## src/adsc_map.svh

```systemverilog
// constants for the converter display and status control block
`ifndef ADSC_MAP_SVH
`define ADSC_MAP_SVH

// result magnitude limits: over above 19,999, under below 1000
`define ADSC_OVER_LIMIT   16'h4E1F
`define ADSC_UNDER_LIMIT  16'h03E8

// clock period and low time of the latch update strobe
`define ADSC_CLK_NS       5
`define ADSC_PULSE_NS     100
`define ADSC_PULSE_CYC    ((`ADSC_PULSE_NS + `ADSC_CLK_NS - 1) / `ADSC_CLK_NS)

// cycles the strobe pin must be driven high before its level is trusted
`define ADSC_SETTLE_CYC   4

// reset values
`define ADSC_RST_COUNT    16'h0000
`define ADSC_RST_FLAG     1'h0
`define ADSC_RST_PULSE    5'h00

`endif

```

## src/adsc_pkg.sv

```systemverilog
// types for the converter display and status control block
package adsc_pkg;

  // latch/hold pin mode, gray along free -> live -> hold
  typedef enum logic [1:0] {
    ADSC_FREE = 2'h0,
    ADSC_LIVE = 2'h1,
    ADSC_HOLD = 2'h3
  } adsc_mode_t;

  // pin levels and the threshold comparator, all asynchronous
  typedef struct packed {
    logic topPointOverrange;
    logic secondPointUnderrange;
    logic latchHold;
    logic continuity;
    logic rangeSelect;
    logic pointTwoEnable;
    logic pointOneEnable;
    logic belowThreshold;
  } adsc_pins_t;

  // drive of the two-way pins, enables active low
  typedef struct packed {
    logic topOut;
    logic topOeN;
    logic secondOut;
    logic secondOeN;
    logic latchOut;
    logic latchOeN;
    logic contOut;
    logic contOeN;
  } adsc_padout_t;

  // conversion sequencer status, same clock
  typedef struct packed {
    logic [15:0] count;
    logic        negative;
    logic        deintegrate;
    logic        done;
  } adsc_conv_t;

  // what the display shows
  typedef struct packed {
    logic [15:0] count;
    logic        negative;
    logic        pointTop;
    logic        pointSecond;
    logic        pointTwo;
    logic        pointOne;
    logic        continuityFlag;
    logic        overrange;
    logic        underrange;
    logic        scale2V;
  } adsc_disp_t;

endpackage

```

## src/adsc_ctrl.sv

```systemverilog
// display, range and status control of the dual-slope converter
`timescale 1ns/1ps
`include "adsc_map.svh"

module adsc_ctrl (
  input  wire logic             clk,
  input  wire logic             resetn,
  input  wire adsc_pkg::adsc_pins_t   pinIn,
  input  wire adsc_pkg::adsc_conv_t   conv,
  output adsc_pkg::adsc_padout_t      padOut,
  output adsc_pkg::adsc_disp_t        disp,
  output adsc_pkg::adsc_mode_t        mode
);

  localparam logic [4:0] PULSE_CYC  = 5'(`ADSC_PULSE_CYC);
  localparam logic [2:0] SETTLE_CYC = 3'(`ADSC_SETTLE_CYC);

  adsc_pkg::adsc_pins_t syncA_r;
  adsc_pkg::adsc_pins_t syncB_r;
  adsc_pkg::adsc_mode_t mode_r;
  adsc_pkg::adsc_mode_t mode_nxt;
  logic [4:0]           pulseCnt_r;
  logic [2:0]           highAge_r;
  logic                 pulseActive;
  logic                 pulseEnd;
  logic                 highSettled;
  logic                 loadLatch;
  logic                 liveShow;
  logic [15:0]          count_r;
  logic                 negative_r;
  logic                 overrange_r;
  logic                 underrange_r;
  logic                 pointTop_r;
  logic                 pointSecond_r;
  logic                 pointTwo_r;
  logic                 pointOne_r;
  logic                 contFlag_r;
  logic                 scale2V_r;
  logic                 below_r;

  // two-stage synchroniser; stage A feeds only stage B
  always_ff @(posedge clk or negedge resetn) begin
    if (!resetn) begin
      syncA_r <= '0;
      syncB_r <= '0;
    end else begin
      syncA_r <= pinIn;
      syncB_r <= syncA_r;
    end
  end

  assign pulseActive = (pulseCnt_r != `ADSC_RST_PULSE);
  assign pulseEnd    = (pulseCnt_r == 5'h01);
  assign highSettled = !pulseActive && (highAge_r == SETTLE_CYC);

  always_ff @(posedge clk or negedge resetn) begin
    if (!resetn) begin
      pulseCnt_r <= `ADSC_RST_PULSE;
    end else if (conv.done) begin
      pulseCnt_r <= PULSE_CYC;
    end else if (pulseActive) begin
      pulseCnt_r <= pulseCnt_r - 5'h01;
    end
  end

  // time since the strobe pin went back high, saturating
  always_ff @(posedge clk or negedge resetn) begin
    if (!resetn) begin
      highAge_r <= 3'h0;
    end else if (pulseActive) begin
      highAge_r <= 3'h0;
    end else if (highAge_r != SETTLE_CYC) begin
      highAge_r <= highAge_r + 3'h1;
    end
  end

  // mode sensing: our drive is weak, so an external level wins.
  // a high seen while we pull low means held high; a low seen
  // while we drive high means held low; otherwise floating.
  always_comb begin
    mode_nxt = mode_r;
    case (mode_r)
      adsc_pkg::ADSC_FREE: begin
        if (pulseEnd && syncB_r.latchHold) begin
          mode_nxt = adsc_pkg::ADSC_HOLD;
        end else if (highSettled && !syncB_r.latchHold) begin
          mode_nxt = adsc_pkg::ADSC_LIVE;
        end
      end
      adsc_pkg::ADSC_LIVE: begin
        if (pulseEnd && syncB_r.latchHold) begin
          mode_nxt = adsc_pkg::ADSC_HOLD;
        end else if (highSettled && syncB_r.latchHold) begin
          mode_nxt = adsc_pkg::ADSC_FREE;
        end
      end
      adsc_pkg::ADSC_HOLD: begin
        // release to floating is only seen at the next strobe; a held low is seen as soon as highSettled
        if (pulseEnd && !syncB_r.latchHold) begin
          mode_nxt = adsc_pkg::ADSC_FREE;
        end else if (highSettled && !syncB_r.latchHold) begin
          mode_nxt = adsc_pkg::ADSC_LIVE;
        end
      end
      default: begin
        mode_nxt = adsc_pkg::ADSC_FREE;
      end
    endcase
  end

  always_ff @(posedge clk or negedge resetn) begin
    if (!resetn) begin
      mode_r <= adsc_pkg::ADSC_FREE;
    end else begin
      mode_r <= mode_nxt;
    end
  end

  assign loadLatch = conv.done && (mode_r != adsc_pkg::ADSC_HOLD);
  assign liveShow  = (mode_r == adsc_pkg::ADSC_LIVE) && conv.deintegrate;

  always_ff @(posedge clk or negedge resetn) begin
    if (!resetn) begin
      count_r    <= `ADSC_RST_COUNT;
      negative_r <= `ADSC_RST_FLAG;
    end else if (loadLatch || liveShow) begin
      count_r    <= conv.count;
      negative_r <= conv.negative;
    end
  end

  always_ff @(posedge clk or negedge resetn) begin
    if (!resetn) begin
      overrange_r  <= `ADSC_RST_FLAG;
      underrange_r <= `ADSC_RST_FLAG;
    end else if (loadLatch) begin
      overrange_r  <= (conv.count > `ADSC_OVER_LIMIT);
      underrange_r <= (conv.count < `ADSC_UNDER_LIMIT);
    end
  end

  // annunciators follow the synchronised pin levels
  always_ff @(posedge clk or negedge resetn) begin
    if (!resetn) begin
      pointTop_r    <= `ADSC_RST_FLAG;
      pointSecond_r <= `ADSC_RST_FLAG;
      pointTwo_r    <= `ADSC_RST_FLAG;
      pointOne_r    <= `ADSC_RST_FLAG;
      contFlag_r    <= `ADSC_RST_FLAG;
    end else begin
      pointTop_r    <= syncB_r.topPointOverrange;
      pointSecond_r <= syncB_r.secondPointUnderrange;
      pointTwo_r    <= syncB_r.pointTwoEnable;
      pointOne_r    <= syncB_r.pointOneEnable;
      contFlag_r    <= syncB_r.continuity;
    end
  end

  // range and threshold comparator
  always_ff @(posedge clk or negedge resetn) begin
    if (!resetn) begin
      scale2V_r <= `ADSC_RST_FLAG;
      below_r   <= `ADSC_RST_FLAG;
    end else begin
      scale2V_r <= syncB_r.rangeSelect;
      below_r   <= syncB_r.belowThreshold;
    end
  end

  // top, second and continuity pins pull high only; they read low through a pull-down,
  // so an external driver never fights a low from us there; the latch pin is driven low during the strobe
  always_comb begin
    padOut.topOut    = 1'h1;
    padOut.topOeN    = !overrange_r;
    padOut.secondOut = 1'h1;
    padOut.secondOeN = !underrange_r;
    padOut.latchOut  = !pulseActive;
    padOut.latchOeN  = 1'h0;
    padOut.contOut   = 1'h1;
    padOut.contOeN   = !below_r;
  end

  always_comb begin
    disp.count          = count_r;
    disp.negative       = negative_r;
    disp.pointTop       = pointTop_r;
    disp.pointSecond    = pointSecond_r;
    disp.pointTwo       = pointTwo_r;
    disp.pointOne       = pointOne_r;
    disp.continuityFlag = contFlag_r;
    disp.overrange      = overrange_r;
    disp.underrange     = underrange_r;
    disp.scale2V        = scale2V_r;
  end

  assign mode = mode_r;

endmodule

```

## config.mk

```make
export PLATFORM = sky130hd
export DESIGN_NAME = adsc_ctrl
export DESIGN_NICKNAME = d
export VERILOG_FILES = /design/src/adsc_pkg.sv /design/src/adsc_ctrl.sv
export VERILOG_INCLUDE_DIRS = /design/src /design/src/src
export SDC_FILE = /design/constraint.sdc
export NUM_CORES = 1
export LEC_CHECK = 0
export ABC_AREA = 1
export BUFFER_PORTS_ARGS = -buffer_cell sky130_fd_sc_hd__buf_2
export CAP_MARGIN = 10
export CORE_ASPECT_RATIO = 1.25
export CORE_MARGIN = 3
export CORE_UTILIZATION = 53
export CTS_BUF_LIST = sky130_fd_sc_hd__clkbuf_2
export DETAILED_ROUTE_END_ITERATION = 16
export PLACE_DENSITY = 0.82
export SLEW_MARGIN = 20
export SYNTH_ARGS = -nofsm -noshare
export SYNTH_HDL_FRONTEND = slang
export SYNTH_SLANG_ARGS = --single-unit
```

## constraint.sdc

```tcl
create_clock -name clk -period 1.6 [get_ports clk]
set_clock_uncertainty 0.1 [all_clocks]
set_input_delay 0.16 -clock clk [delete_from_list [all_inputs] [get_ports clk]]
set_output_delay 0.16 -clock clk [all_outputs]
set_load 0.05 [all_outputs]
```

==> out/qor.txt <==
top-count cell post-synth - dfrtp_1
clk_lat worst skew - 430 ps
Starting Density - 55.97%
area leader, netlist - dfrtp_1
boundary pin count - 64
asr flop ratio synth - 100.0%
I/O Buffers - 59
Unique masters post-synth - 25
RSZ-0062 raised after global routing - true
Mean Syn Cell Area - 10.21 sq um
register area share after synthesis - 60.43%
Tmin final - 1778 ps
Hold Crit Class - in -> async
R2R Setup Slk - 30 ps
gpl congestion - 0.8323
failing checks - setup timing
Routed wire per std cell - 12.88 um
power per cell area - 1142 nW/um^2
Final Instance Area - 2904 sq um
Main synth FF type - dfrtp_1
status - finished, violations left
worst vdd ir - 0.0006225 V
max_cap viols - 0
final setup margin - -178.5 ps
violation count after the first detailed-route iteration - 96
R2R Path Start - pulseCnt_r[0]$_DFFE_PN0P_
root buffer cell - clkbuf_2
Placed Area - 2412 sq um
depth of the worst register-to-register path - 11
largest net degree at the start of global routing - 53
area grow syn2layout - 34.86%
Final Max Tran Viols - 0
CP Data Required Time - 1340 ps
Residual DRC - 0
Bufs on Longest Clock Path - 2
CP Launch Type - flip-flop
CORE AREA - 3847 sq um
Nets - 338
vias - 1717
pre-CTS WS - 65.01 ps
Setup crit end - padOut[3]
synthesized instance count - 211
first-pass GRT wire length - 7.741 mm
R2R Path End - mode[0]$_DFFE_PN0P_
final WL - 4.623 mm
CP startpoint - pulseCnt_r[0]$_DFFE_PN0P_
Final period util - 111.2%
# clock sinks - 52
final setup fails - 1
clock slew at reported path FFs - 250 ps
Vias/cell - 4.783
DP Wirelength - 2.669 mm
Worst setup EP type - output pin
Final Total Pwr - 3317 uW
TritonRoute pass-1 iters - 4
synthesized flop and latch total - 52
ANT cells - 0
Hold Vio Cnt, Final - 0
Worst EP arrival - 1520 ps
post-route ant nets - 0
DP Cell Count - 311
synthesized area - 2153 sq um
final core occ - 75.48%
Layout Cells excl Fill - 359
GRT Residual Overflow - 0
share of cells above drive strength 1 - 34.10%
die area - 4868 sq um
CP Max Fanout - 2
Tot GR Track Use - 20.64%
CP Class - reg -> out
largest cells by area after synthesis - dfrtp_1, nand2_1, nand3_1
static leakage - 0.001525 uW
Die W - 63.01 um
FMAX - 0.5623 GHz
YS warnings - 0
CTS Buf Count - 5
synth cell count leaders - dfrtp_1, nand2_1, nand3_1, inv_1, buf_4
EDFF count, synth - 0
initial antenna violation count - 0
Rows - 25
die height - 77.27 um
H-tree Lvls - 2
vias in the first global route - 1717
post-synth top area share - 60.43%
CTS tree - built
critical path, cell delays in order, from the launching register on:
cell and delay (ps):
dfrtp_1 460, inv_2 90, ha_4 130, inv_4 40, nor2_4 90, nand2_2 70, inv_2 70, buf_8 140
metal layers:
layer	vias up	global-route usage (%)	wire length, um
li1	829	-	-
met1	819	21.83	1725
met2	52	36.96	2552
met3	17	4.100	186
met4	0	12.80	159
met5	-	0	0
how the worst min path moves through the flow:
stage / slack [ps] / startpoint / to / depth (start not counted)
after floorplan: -240 / resetn / below_r$_DFF_PN0_ / 0
after global placement: 70 / resetn / count_r[2]$_DFFE_PN0P_ / 2
after detailed placement: 70 / resetn / count_r[2]$_DFFE_PN0P_ / 2
after CTS: 80 / resetn / pulseCnt_r[2]$_DFFE_PN0P_ / 3
after global routing: 80 / resetn / pulseCnt_r[2]$_DFFE_PN0P_ / 3
final: 90 / resetn / count_r[2]$_DFFE_PN0P_ / 3
logic make-up (layout without fill, tap and decap cells):
family / Yosys count / count (layout) / synth area share (%)
AO/OA/AOI/OAI: 13 / 13 / 3.951
AND/OR/NAND/NOR: 95 / 95 / 20.74
XOR/XNOR: 2 / 2 / 0.8136
adder cells (fa/ha/maj): 5 / 5 / 2.905
flip-flops: 52 / 52 / 60.43
buffers and inverters: 42 / 134 / 10.81
other: 2 / 4 / 0.3488
cell type report:
cell class	count	area, sq um
fillers	281	943.4
flip-flops and latches	52	1301
inverters	25	96.34
well taps	54	67.56
repair buffers	101	703.2
multi-input cells	119	666.9
clock inverters	2	38.79
clock buffers	6	30.03
flip-flops by register name, summed over array words and instances, names as in the netlist, 2 cells and up:
| signal | cells |
|---|---|
| syncB_r | 8 |
| mode | 2 |
| pulseCnt_r | 5 |
| count_r | 16 |
| syncA_r | 8 |
| highAge_r | 3 |
timing repair:
item	4_1_cts	5_1_grt
endpoints found under the hold margin	84	0
buffers inserted	11	3
setup endpoints to repair	1	8
hold buffers	28	0
pin swaps	2	3
gates resized for setup	16	2
through the flow:
step / setup TNS [ps] / hold WS, ps
after global placement: 0 / 67.96
after CTS: -424.1 / 81.12
after detailed placement: 0 / 71.23
final: -178.5 / 93.51
after floorplan: 0 / -235.6
after global routing: -406.0 / 77.64
placed cells by master, fill, tap and decap left out, types with 2 or more instances in the layout:
| cell | n |
|---|---|
| nor3_1 | 3 |
| nor2_2 | 4 |
| nand3_1 | 23 |
| nand4_1 | 5 |
| inv_1 | 20 |
| inv_2 | 4 |
| dfrtp_1 | 52 |
| dlygate4sd3_1 | 28 |
| conb_1 | 4 |
| buf_4 | 13 |
| nor2_1 | 7 |
| ha_1 | 4 |
| o21ai_0 | 2 |
| nor2_4 | 3 |
| nand2_4 | 3 |
| nand2_1 | 44 |
| buf_2 | 58 |
| a21oi_1 | 4 |
| a21oi_2 | 4 |
| clkbuf_2 | 6 |
report_power, final:
part / switching [uW] / internal [uW]
combinational: 771 / 317
clock: 405 / 277
sequential: 89.8 / 1460
total: 1270 / 2050
No activity file was read; power rests on OpenSTA's default activity.
